## src/design/tinst_pkg.sv

```systemverilog
// Package with constants and carrier types for the trap-instruction value logic
package tinst_pkg;

    // Instruction field positions
    localparam int OPC_LSB = 0;
    localparam int RD_LSB = 7;
    localparam int F3_LSB = 12;
    localparam int RS1_LSB = 15;
    localparam int RS2_LSB = 20;

    // Major opcodes of transformable instructions
    localparam logic [6:0] OPC_LOAD = 7'h03;
    localparam logic [6:0] OPC_LOADFP = 7'h07;
    localparam logic [6:0] OPC_STORE = 7'h23;
    localparam logic [6:0] OPC_STOREFP = 7'h27;
    localparam logic [6:0] OPC_AMO = 7'h2f;
    localparam logic [6:0] OPC_SYSTEM = 7'h73;
    localparam logic [2:0] F3_HYPMEM = 3'h4;
    localparam logic [6:0] F7_HYPMEM_MIN = 7'h30;

    // Pseudoinstruction codes for implicit translation accesses
    localparam logic [31:0] PSEUDO_RD32 = 32'h00002000;
    localparam logic [31:0] PSEUDO_WR32 = 32'h00002020;
    localparam logic [31:0] PSEUDO_RD64 = 32'h00003000;
    localparam logic [31:0] PSEUDO_WR64 = 32'h00003020;

    // Exception cause codes
    localparam logic [5:0] EXC_IMISALIGN = 6'h00;
    localparam logic [5:0] EXC_IACCESS = 6'h01;
    localparam logic [5:0] EXC_ILLEGAL = 6'h02;
    localparam logic [5:0] EXC_BREAK = 6'h03;
    localparam logic [5:0] EXC_LMISALIGN = 6'h04;
    localparam logic [5:0] EXC_LACCESS = 6'h05;
    localparam logic [5:0] EXC_SMISALIGN = 6'h06;
    localparam logic [5:0] EXC_SACCESS = 6'h07;
    localparam logic [5:0] EXC_IPAGE = 6'h0c;
    localparam logic [5:0] EXC_LPAGE = 6'h0d;
    localparam logic [5:0] EXC_SPAGE = 6'h0f;
    localparam logic [5:0] EXC_IGUEST = 6'h14;
    localparam logic [5:0] EXC_LGUEST = 6'h15;
    localparam logic [5:0] EXC_VIRT = 6'h16;
    localparam logic [5:0] EXC_SGUEST = 6'h17;

    // Reset value of both trap-instruction registers
    localparam logic [63:0] TINST_RESET = 64'h0;

    // Target level of a trap
    typedef enum logic [1:0] {
        LVL_MACHINE,
        LVL_HYPER,
        LVL_GUEST
    } trap_level_e;

    // One trap-entry request from the pipeline
    typedef struct packed {
        logic valid;
        trap_level_e level;
        logic interrupt;
        logic [5:0] cause;
        logic [31:0] instr;
        logic compressed;
        logic nonStandard;
        logic [31:0] customValue;
        logic implicitAccess;
        logic implicitWrite;
        logic gpaNonzero;
        logic [4:0] addrOffset;
        logic guestWidth64;
    } trap_req_s;

endpackage

```

## src/design/tinst_transform.sv

```systemverilog
// Combinational transform of a trapping memory instruction
`timescale 1ns/1ps

module tinst_transform (
    input wire logic [31:0] instr,
    input wire logic compressed,
    input wire logic [4:0] addrOffset,
    output logic [31:0] value,
    output logic known
);

    logic [6:0] opc;
    logic [2:0] f3;

    assign opc = instr[6:0];
    assign f3 = instr[14:12];

    always_comb begin
        value = '0;
        known = 1'b0;
        unique case (opc)
            tinst_pkg::OPC_LOAD, tinst_pkg::OPC_LOADFP: begin
                // Keep opcode, rd, function_three_field; immediate zeroed
                value = {12'h000, addrOffset, f3, instr[11:7], opc}; // see RULE_11
                known = 1'b1;
            end
            tinst_pkg::OPC_STORE, tinst_pkg::OPC_STOREFP: begin
                value = {7'h00, instr[24:20], addrOffset, f3, 5'h00, opc}; // see RULE_12
                known = 1'b1;
            end
            tinst_pkg::OPC_AMO: begin
                value = {instr[31:20], addrOffset, instr[14:0]}; // see RULE_13
                known = 1'b1;
            end
            tinst_pkg::OPC_SYSTEM: begin
                // Hypervisor guest loads and stores only
                if (f3 == tinst_pkg::F3_HYPMEM &&
                    instr[31:25] >= tinst_pkg::F7_HYPMEM_MIN) begin
                    value = {instr[31:20], addrOffset, instr[14:0]}; // see RULE_13
                    known = 1'b1;
                end
            end
            default: begin
                value = '0;
                known = 1'b0;
            end
        endcase
        // Compressed source: expanded form supplied, bit 1 cleared
        if (compressed) begin
            value[1] = 1'b0; // see RULE_15
        end
    end

endmodule

```

## src/design/trap_instruction_value_gen.sv

```systemverilog
// Trap-instruction register value selection and storage for M and HS levels
// Functional notes
// RULE_01 - Trap entry writes machine or hypervisor trap-instruction register automatically.
// RULE_02 - Interrupt traps always write zero.
// RULE_03 - Zero is always legal except when a pseudoinstruction code is required.
// RULE_04 - Transformed values have bit 0 set and decode as same instruction kind.
// RULE_05 - Custom values only for non-standard instructions, bit 0 set, custom space.
// RULE_06 - Pseudoinstruction codes have low bits 00; low bits 10 never written.
// RULE_07 - Fetch-preventing exceptions get only zero or a pseudoinstruction code.
// RULE_08 - Transforms only for explicit memory faults: misalign, access, page, guest.
// RULE_09 - No custom for fetch access, illegal, fetch page; pseudo only guest faults.
// RULE_10 - Standard instruction without defined transform writes zero unless pseudo needed.
// RULE_11 - Basic load keeps opcode, rd, function_three_field; upper zero; offset in 19:15.
// RULE_12 - Basic store keeps opcode, function_three_field, rs2; zero 31:25, 11:7; offset 19:15.
// RULE_13 - Atomic and guest memory instructions copy all except offset in 19:15.
// RULE_14 - Offset is positive difference of faulting and original virtual address.
// RULE_15 - Compressed: expand, transform, clear bit 1.
// RULE_16 - Implicit translation guest fault with nonzero guest address writes pseudo code.
// RULE_17 - Pseudo codes 2000/2020 for 32-bit guests, 3000/3020 for 64-bit.
// RULE_18 - Write code only for hardware A/D updates; otherwise read code.
// RULE_19 - Register not hardwired zero when pseudo codes may arise.
// RULE_20 - Software checks upper 32 bits zero before decoding a 64-bit value.
// RULE_21 - Guest-level traps write neither register.
`timescale 1ns/1ps

module trap_instruction_value_gen #(
    parameter int XLEN = 64,
    parameter bit TRANSFORM_EN = 1'b1,
    parameter bit CUSTOM_EN = 1'b1,
    parameter bit HW_AD_UPDATE = 1'b1
) (
    input wire logic clk,
    input wire logic resetn,
    input wire tinst_pkg::trap_req_s req,
    input wire logic [XLEN-1:0] faultAddr,
    input wire logic [XLEN-1:0] origAddr,
    output logic [XLEN-1:0] machineTinst,
    output logic [XLEN-1:0] hyperTinst,
    output logic machineWritten,
    output logic hyperWritten,
    output logic pseudoWritten
);

    // Only the two standard register widths can hold the codes
    if (XLEN != 32 && XLEN != 64) begin : g_bad_xlen
        $error("XLEN must be 32 or 64");
    end

    logic [31:0] xformValue;
    logic xformKnown;
    logic [4:0] offset;
    logic [XLEN-1:0] addrDiff;
    logic causeExplicitMem;
    logic causeFetch;
    logic causeGuest;
    logic causeNoCustom;
    logic needPseudo;
    logic customLegal;
    logic [31:0] pseudoCode;
    logic [31:0] chosen;
    logic [XLEN-1:0] next_machineTinst;
    logic [XLEN-1:0] next_hyperTinst;
    logic next_machineWritten;
    logic next_hyperWritten;
    logic next_pseudoWritten;

    function automatic logic is_mem_cause(input logic [5:0] c);
        return c == tinst_pkg::EXC_LMISALIGN || c == tinst_pkg::EXC_LACCESS ||
            c == tinst_pkg::EXC_SMISALIGN || c == tinst_pkg::EXC_SACCESS ||
            c == tinst_pkg::EXC_LPAGE || c == tinst_pkg::EXC_SPAGE ||
            c == tinst_pkg::EXC_LGUEST || c == tinst_pkg::EXC_SGUEST;
    endfunction

    function automatic logic is_fetch_cause(input logic [5:0] c);
        return c == tinst_pkg::EXC_IMISALIGN || c == tinst_pkg::EXC_IACCESS ||
            c == tinst_pkg::EXC_IPAGE || c == tinst_pkg::EXC_IGUEST;
    endfunction

    function automatic logic is_guest_cause(input logic [5:0] c);
        return c == tinst_pkg::EXC_IGUEST || c == tinst_pkg::EXC_LGUEST ||
            c == tinst_pkg::EXC_SGUEST;
    endfunction

    // Only misaligned accesses give a nonzero difference; low bits suffice
    assign addrDiff = faultAddr - origAddr; // see RULE_14
    assign offset = addrDiff[4:0];

    tinst_transform u_transform (
        .instr(req.instr),
        .compressed(req.compressed),
        .addrOffset(offset),
        .value(xformValue),
        .known(xformKnown)
    );

    always_comb begin
        causeExplicitMem = is_mem_cause(req.cause);
        causeFetch = is_fetch_cause(req.cause);
        causeGuest = is_guest_cause(req.cause);
        causeNoCustom = req.cause == tinst_pkg::EXC_IACCESS ||
            req.cause == tinst_pkg::EXC_ILLEGAL ||
            req.cause == tinst_pkg::EXC_IPAGE; // see RULE_09
        // Pseudo codes only for guest-page faults from implicit accesses
        needPseudo = !req.interrupt && causeGuest && req.implicitAccess &&
            req.gpaNonzero; // see RULE_16
        // Custom value must have bit 0 set; bit 1 is kept as given
        customLegal = CUSTOM_EN && req.nonStandard && !causeNoCustom &&
            !causeFetch && req.customValue[0]; // see RULE_05
        if (req.guestWidth64) begin
            pseudoCode = (HW_AD_UPDATE && req.implicitWrite) ?
                tinst_pkg::PSEUDO_WR64 : tinst_pkg::PSEUDO_RD64; // see RULE_17
        end else begin
            pseudoCode = (HW_AD_UPDATE && req.implicitWrite) ?
                tinst_pkg::PSEUDO_WR32 : tinst_pkg::PSEUDO_RD32; // see RULE_18
        end
    end

    always_comb begin
        chosen = '0; // see RULE_03
        if (req.interrupt) begin
            chosen = '0; // see RULE_02
        end else if (needPseudo) begin
            chosen = pseudoCode; // see RULE_06
        end else if (causeFetch) begin
            chosen = '0; // see RULE_07
        end else if (req.nonStandard) begin
            chosen = customLegal ? req.customValue : 32'h0;
        end else if (TRANSFORM_EN && causeExplicitMem && !req.implicitAccess &&
            xformKnown) begin
            // Bit 0 always set by transform; bit 1 marks size
            chosen = xformValue; // see RULE_08
        end else begin
            chosen = '0; // see RULE_10
        end
        if (!needPseudo && chosen[1:0] != 2'b11 && chosen[1:0] != 2'b01) begin
            chosen = '0; // see RULE_04
        end
    end

    always_comb begin
        next_machineTinst = machineTinst;
        next_hyperTinst = hyperTinst;
        next_machineWritten = 1'b0;
        next_hyperWritten = 1'b0;
        next_pseudoWritten = 1'b0;
        // Upper half stays zero so software's check always passes
        if (req.valid) begin
            unique case (req.level)
                tinst_pkg::LVL_MACHINE: begin
                    next_machineTinst = XLEN'(chosen); // see RULE_01
                    next_machineWritten = 1'b1;
                    next_pseudoWritten = needPseudo;
                end
                tinst_pkg::LVL_HYPER: begin
                    next_hyperTinst = XLEN'(chosen); // see RULE_01
                    next_hyperWritten = 1'b1;
                    next_pseudoWritten = needPseudo;
                end
                tinst_pkg::LVL_GUEST: begin
                    next_machineTinst = machineTinst; // see RULE_21
                end
                default: begin
                    next_machineTinst = machineTinst;
                end
            endcase
        end
    end

    // Full-width storage keeps pseudo codes reachable, never hardwired zero
    always_ff @(posedge clk) begin
        if (!resetn) begin
            machineTinst <= XLEN'(tinst_pkg::TINST_RESET); // see RULE_19
            hyperTinst <= XLEN'(tinst_pkg::TINST_RESET);
            machineWritten <= 1'b0;
            hyperWritten <= 1'b0;
            pseudoWritten <= 1'b0;
        end else begin
            machineTinst <= next_machineTinst;
            hyperTinst <= next_hyperTinst;
            machineWritten <= next_machineWritten;
            hyperWritten <= next_hyperWritten;
            pseudoWritten <= next_pseudoWritten;
        end
    end

endmodule

```

## config.mk

```make
export PLATFORM = sky130hd
export DESIGN_NAME = trap_instruction_value_gen
export DESIGN_NICKNAME = d
export VERILOG_FILES = /design/src/design/tinst_pkg.sv /design/src/design/tinst_transform.sv /design/src/design/trap_instruction_value_gen.sv
export SDC_FILE = /design/constraint.sdc
export NUM_CORES = 1
export LEC_CHECK = 0
export BUFFER_PORTS_ARGS = -buffer_cell sky130_fd_sc_hd__buf_4
export CAP_MARGIN = 15
export CORE_AREA = 2 2 133 135
export DETAILED_ROUTE_END_ITERATION = 10
export DIE_AREA = 0 0 135 137
export GPL_TIMING_DRIVEN = 1
export MAX_ROUTING_LAYER = met4
export PLACE_DENSITY = 0.48
export SYNTH_ARGS = -nofsm -noshare
export SYNTH_HDL_FRONTEND = slang
export SYNTH_SLANG_ARGS = --single-unit
```

## constraint.sdc

```tcl
create_clock -name clk -period 2.1 [get_ports clk]
set_input_delay 0 -clock clk [delete_from_list [all_inputs] [get_ports clk]]
set_output_delay 0 -clock clk [all_outputs]
set_load 0.005 [all_outputs]
```

==> results.md, run 1 <==
* R2R setup slack at 1.29 ns
* Critical path data arrival time at 2.26 ns
* Syn-to-layout area delta at 58.25%
* Final hold viol count at 4
* Post-route cell area at 5265 um2
* Placement Rows at 48
* CTS clk-pin slew, worst paths at 0.06 ns
* FFs w/ async S/R, synth at 0%
* Cts bufs inserted at 9
* Status: complete, but fails checks
* Mapped Area at 3327 um2
* Via count at 3271
* IR Drop Worst-Case VDD at 364.2 uV
* Sequential area share after synthesis at 40.32%
* Largest fanout on the critical path at 7
* Worst slew margin at 32.13%
* Core area at 17060 um2
* Die Wd at 135 um
* ANT nets after route at 0
* Power Total at 3.341 mW
* Pwr dens at 634.6 nW/um2
* Final design utilization at 30.87%
* Synth Warn # at 0
* Starting Density at 19.51%
* Pin count of the biggest net entering global routing at 31
* Vias/cell at 4.104
* Routability cong. at 0.7552
* Post-Layout Cell Count at 797
* Max-Cap Viols at 0
* H-tree levels at 3
* Post-synth EDFFs at 0
* Hold/Removal Path Class: input pin to flop
* Yosys top cell by area: dfxtp_1
* Post-DR wirelength/cell at 15.31 um
* FILL cells at 1851
* DRT Pass-1 Iters at 6
* Post-layout min period at 1.996 ns
* Leak at 2.326 nW
* Vias in the first global route at 3278
* CP Launch Type: input pin
* Root Buffer: clkbuf_16
* RSZ-0062 raised after global routing: no
* Synth top area share at 40.32%
* Flops & latches, synth at 67
* Post-DP HPWL at 9.369 mm
* Worst hold path depth at 3
* Initial antenna violation count at 1
* Failing checks: negative hold slack
* CP Class: input pin to flop
* CP startpoint: req[55]
* Layout cells sized above 1 at 34.68%
* Required @ worst endpoint at 2.36 ns
* Final wirelength at 12.20 mm
* Final setup margin at 0.1038 ns
* Drt drc at 0
* First-pass GRT wire length at 17.61 mm
* Final Slew Violations at 0
* Critical path destination: machineTinst[25]
* Placed instance count at 744
* FF-to-FF Start: machineTinst[5]
* Actual slew at the worst max-slew pin at 1.016 ns
* Fmax at 501.0 MHz
* # nets final at 786
* R2R depth at 3
* RR Endpoint: machineTinst[5]
* Clk_lat worst skew at 0.33 ns
* Mapped Cells at 369
* CTS max path bufs at 2
* Worst clock skew at 0 ns
* Pre-CTS setup slack at 0.07610 ns
* Final-report setup violation count at 0
* Port Buffers at 153
* Die outline height at 137 um
* DP Area at 4568 um2
* DIE AREA at 18500 um2
* CP endpoint kind: flop
* DRT iter0 DRCs at 161
* CTS Sinks at 67
* GRT overflow at 0
* Global-route usage over all layers at 13.15%
* Hold Crit Start: req[35]
* TritonCTS clock tree: built
* Setup_tns at 0 ns
* Avg Cell Area, Syn at 9.016 um2
* Top post-synthesis cells by area: dfxtp_1, buf_4, o21ai_0, nand2_1, a22o_1
* Ys flop type: dfxtp_1
* Min Hold Slack at -0.02128 ns
* Synth cell types at 50
* Fin crit share at 95.06%
* Num ports at 346
[Yosys cell counts, types with 4 or more instances]
cell	count
buf_2	4
o21ai_0	45
inv_1	11
nand2_1	52
ha_1	4
nor2b_1	5
clkbuf_1	11
dfxtp_1	67
buf_4	64
a21oi_1	4
a22oi_1	13
a32oi_1	13
a22o_1	17
[layer usage]
layer,vias to the layer above,GRT usage (%),part of all wire [%]
li1,1604,-,-
met1,1485,16.34,45
met2,162,19.40,43
met3,20,4.370,9.7
met4,0,5.787,2.5
met5,-,-,0
[worst max-delay path: stages]
cell	delay, ns
buf_4	0.11
or3_1	0.38
or4_4	0.49
a2111oi_4	0.34
buf_6	0.18
a22oi_1	0.06
dlygate4sd3_1	0.59
o21ai_1	0.11
[sequential cells by signal (all words and copies together), names as in the netlist]
name	count
hyperTinst	32
machineTinst	32
hyperWritten	1
machineWritten	1
pseudoWritten	1
[cell families (layout without fill, tap and decap cells)]
group,Yosys count,count (layout),share of synthesized area (%)
compound gates,118,118,26.03
xor+xnor,4,4,1.053
fa+ha+maj,6,6,2.407
buf+inv,90,229,17.53
flops,67,67,40.32
mux,2,2,0.6018
other cells,1,65,0.1127
simple gates,81,81,11.96
[worst min-delay path by stage]
stage | to | slack [ns]
3_3_place_gp | hyperTinst[5] | 0.24
6_report | machineTinst[26] | -0.02
2_1_floorplan | hyperTinst[5] | 0.12
5_1_grt | machineTinst[27] | 0.007
3_5_place_dp | hyperTinst[5] | 0.25
4_1_cts | machineTinst[13] | 0.002
[report_power, final]
group          leakage, nW  total, mW  internal (mW)  switching [mW]
Combinational         1.62      0.410          0.212           0.198
Sequential           0.540       1.28           1.28         0.00442
Clock                0.163       1.65           1.07           0.573
[timing repair]
| item | 4_1_cts | 5_1_grt |
|---|---|---|
| setup endpoints to repair | 0 | 17 |
| gates resized for setup | 0 | 13 |
| setup buffers | 0 | 2 |
| hold buffers | 39 | 0 |
| hold endpoints to repair | 42 | 0 |
[placed cells by master (no fill, tap or decap), drive strengths merged, types with 3 or more instances in the layout]
master and count:
a211oi 3, a21oi 4, a22o 19, a22oi 13, a32oi 13, buf 168, clkbuf 10, clkinv 3
conb 64, dfxtp 67, dlygate4sd3 33, ha 4, inv 12, nand2 52, nand3 3, nor2b 5
nor4 3, o21a 3, o21ai 49, o32ai 3, xnor2 3
[area by class of cell]
class	count	area, um2	area share (%)
Antenna cell	1	2.502	0.04753
Clock buffer	10	239.0	4.539
Clock inverter	6	87.58	1.663
Inverter	11	41.29	0.7842
Multi-Input combinational cell	275	1664	31.61
Sequential cell	67	1341	25.48
Tap cell	225	281.5	5.347
Timing Repair Buffer	202	1608	30.54
Note: power is estimated with default switching activity, not from simulation.
==> run 2, diff against run 1 <==
- PLACE_DENSITY: 0.48 -> 0.51
==> results.md, run 2 (synthesis results as in run 1) <==
* Final-report setup violation count at 0
* DP Area at 4588 um2
* IR Drop Worst-Case VDD at 325.2 uV
* Routability cong. at 0.7991
* Setup_tns at 0 ns
* Int Pwr at 2.348 mW
* H-tree levels at 3
* Worst slew margin at 47.58%
* Placement Rows at 48
* Clock share of power at 45.0%
* CTS Sinks at 67
* Via count at 3368
* Clk_lat worst skew at 0.33 ns
* TritonCTS clock tree: built
* First-pass GRT wire length at 17.04 mm
* Final design utilization at 30.76%
* Most frequent cells in the layout: buf_4, dfxtp_1, conb_1
* Leak at 2.332 nW
* Fmax at 499.9 MHz
* NetSw at 0.7422 mW
* Die outline height at 137 um
* Status: finished, final reports clean
* CP endpoint kind: flop
* Critical path data arrival time at 2.26 ns
* CP cell instances: buf_4 -> or3_1 -> or4_4 -> a2111oi_4 -> buf_6 -> a22oi_1 -> dlygate4sd3_1 -> o21ai_0
* # diodes at 0
* Final wirelength at 12.10 mm
* CP Launch Type: input pin
* CP Class: input pin to flop
* Actual slew at the worst max-slew pin at 0.7846 ns
* Final Slew Violations at 0
* Hold/Removal Path Class: input pin to flop
* Vias/cell at 4.221
* Die Wd at 135 um
* Post-layout min period at 2.000 ns
* Initial antenna violation count at 0
* Commonest non-fill, non-tap cell in the layout: buf_4
* GRT overflow at 0
* DRT Pass-1 Iters at 6
* Final hold viol count at 0
* Sequential share of power at 41.6%
* Syn-to-layout area delta at 57.69%
* Max-Cap Viols at 0
* Largest fanout on the critical path at 3
* Post-route cell area at 5246 um2
* R2R setup slack at 1.27 ns
* Min Hold Slack at 0.003421 ns
* Drt drc at 0
* Vias in the first global route at 3121
* CTS clk-pin slew, worst paths at 0.05 ns
* Global-route usage over all layers at 12.63%
* RSZ-0062 raised after global routing: no
* Top Registers: hyperTinst (32), machineTinst (32)
* Required @ worst endpoint at 2.36 ns
* Pin count of the biggest net entering global routing at 42
* Post-DP HPWL at 9.257 mm
* Num ports at 346
* Top Family by Delay on Critical Path: buffers and inverters
* Port Buffers at 153
* Core area at 17060 um2
* CP peak stage delay at 0.60 ns
* CP max-delay cell: dlygate4sd3_1
* Pwr dens at 589.1 nW/um2
* Fin crit share at 95.25%
* CTS max path bufs at 2
* ANT nets after route at 0
* Post-DR wirelength/cell at 15.16 um
* Cts bufs inserted at 9
* DIE AREA at 18500 um2
* Worst clock skew at 0 ns
* # nets final at 788
* WP buf/inv at 3
* Layout cells sized above 1 at 35.08%
* Switching share of power at 24.02%
* Comb pwr share at 13.4%
* Starting Density at 19.51%
* Power Total at 3.091 mW
* DRT iter0 DRCs at 134
* Root Buffer: clkbuf_16
-- run 2: cell types whose count changed in the layout (fill, tap and decap cells not counted), moves of 2 or more --
cell,before,now
bufinv_16,2,0
clkinv_2,2,4
o21ai_0,35,44
o21ai_1,12,3
-- run 2: worst register-to-register path: stages, from the launching register on --
cell     delay [ns]
dfxtp_1        0.31
nor2b_1        0.13
a31oi_1        0.15
o22ai_1        0.10
-- run 2: layer usage --
metal  GRT usage, %  routed length [um]  vias to the layer above
met3          3.630                1022                       13
met4          3.472                 114                        0
met2          19.26                5542                      177
met5              -                   0                        -
li1               -                   -                     1597
met1          16.37                5421                     1581
-- run 2: cell type report --
type                            count  area [um2]
Fill cell                        1853       11810
Multi-Input combinational cell    275        1669
Timing Repair Buffer              204        1633
Sequential cell                    67        1341
Tap cell                          225       281.5
Clock buffer                       11       252.7
Inverter                           11       41.29
Clock inverter                      5       27.53
-- run 2: worst paths after layout --
| kind | start | end | depth (start not counted) |
|---|---|---|---|
| max | req[55] | machineTinst[14] | 8 |
| min | req[52] | hyperTinst[9] | 3 |
| max reg2reg | machineTinst[5] | machineTinst[5] | 3 |
| min reg2reg | machineTinst[0] | machineTinst[0] | 2 |
-- run 2: power by group through the flow --
stage	clock (mW)	combinational (mW)	sequential [mW]
after floorplan	0	0.238	1.31
after global placement	0	0.352	1.31
after detailed placement	0	0.359	1.31
after CTS	1.44	0.414	1.28
after global routing	1.49	0.455	1.28
final	1.39	0.414	1.28
-- run 2: through the flow --
stage | setup slack (ns) | instances
after floorplan | 0.3502 | 432
after global placement | -0.01540 | 745
after detailed placement | -0.1567 | 745
after CTS | 0.03253 | 797
after global routing | 0.0001323 | 798
final | 0.09974 | 798
-- run 2: timing repair --
action / 4_1_cts / 5_1_grt
hold endpoints to repair: 40 / 0
setup endpoints to repair: 0 / 12
hold buffers: 36 / 0
resized for setup: 0 / 4
buffers inserted: 0 / 3
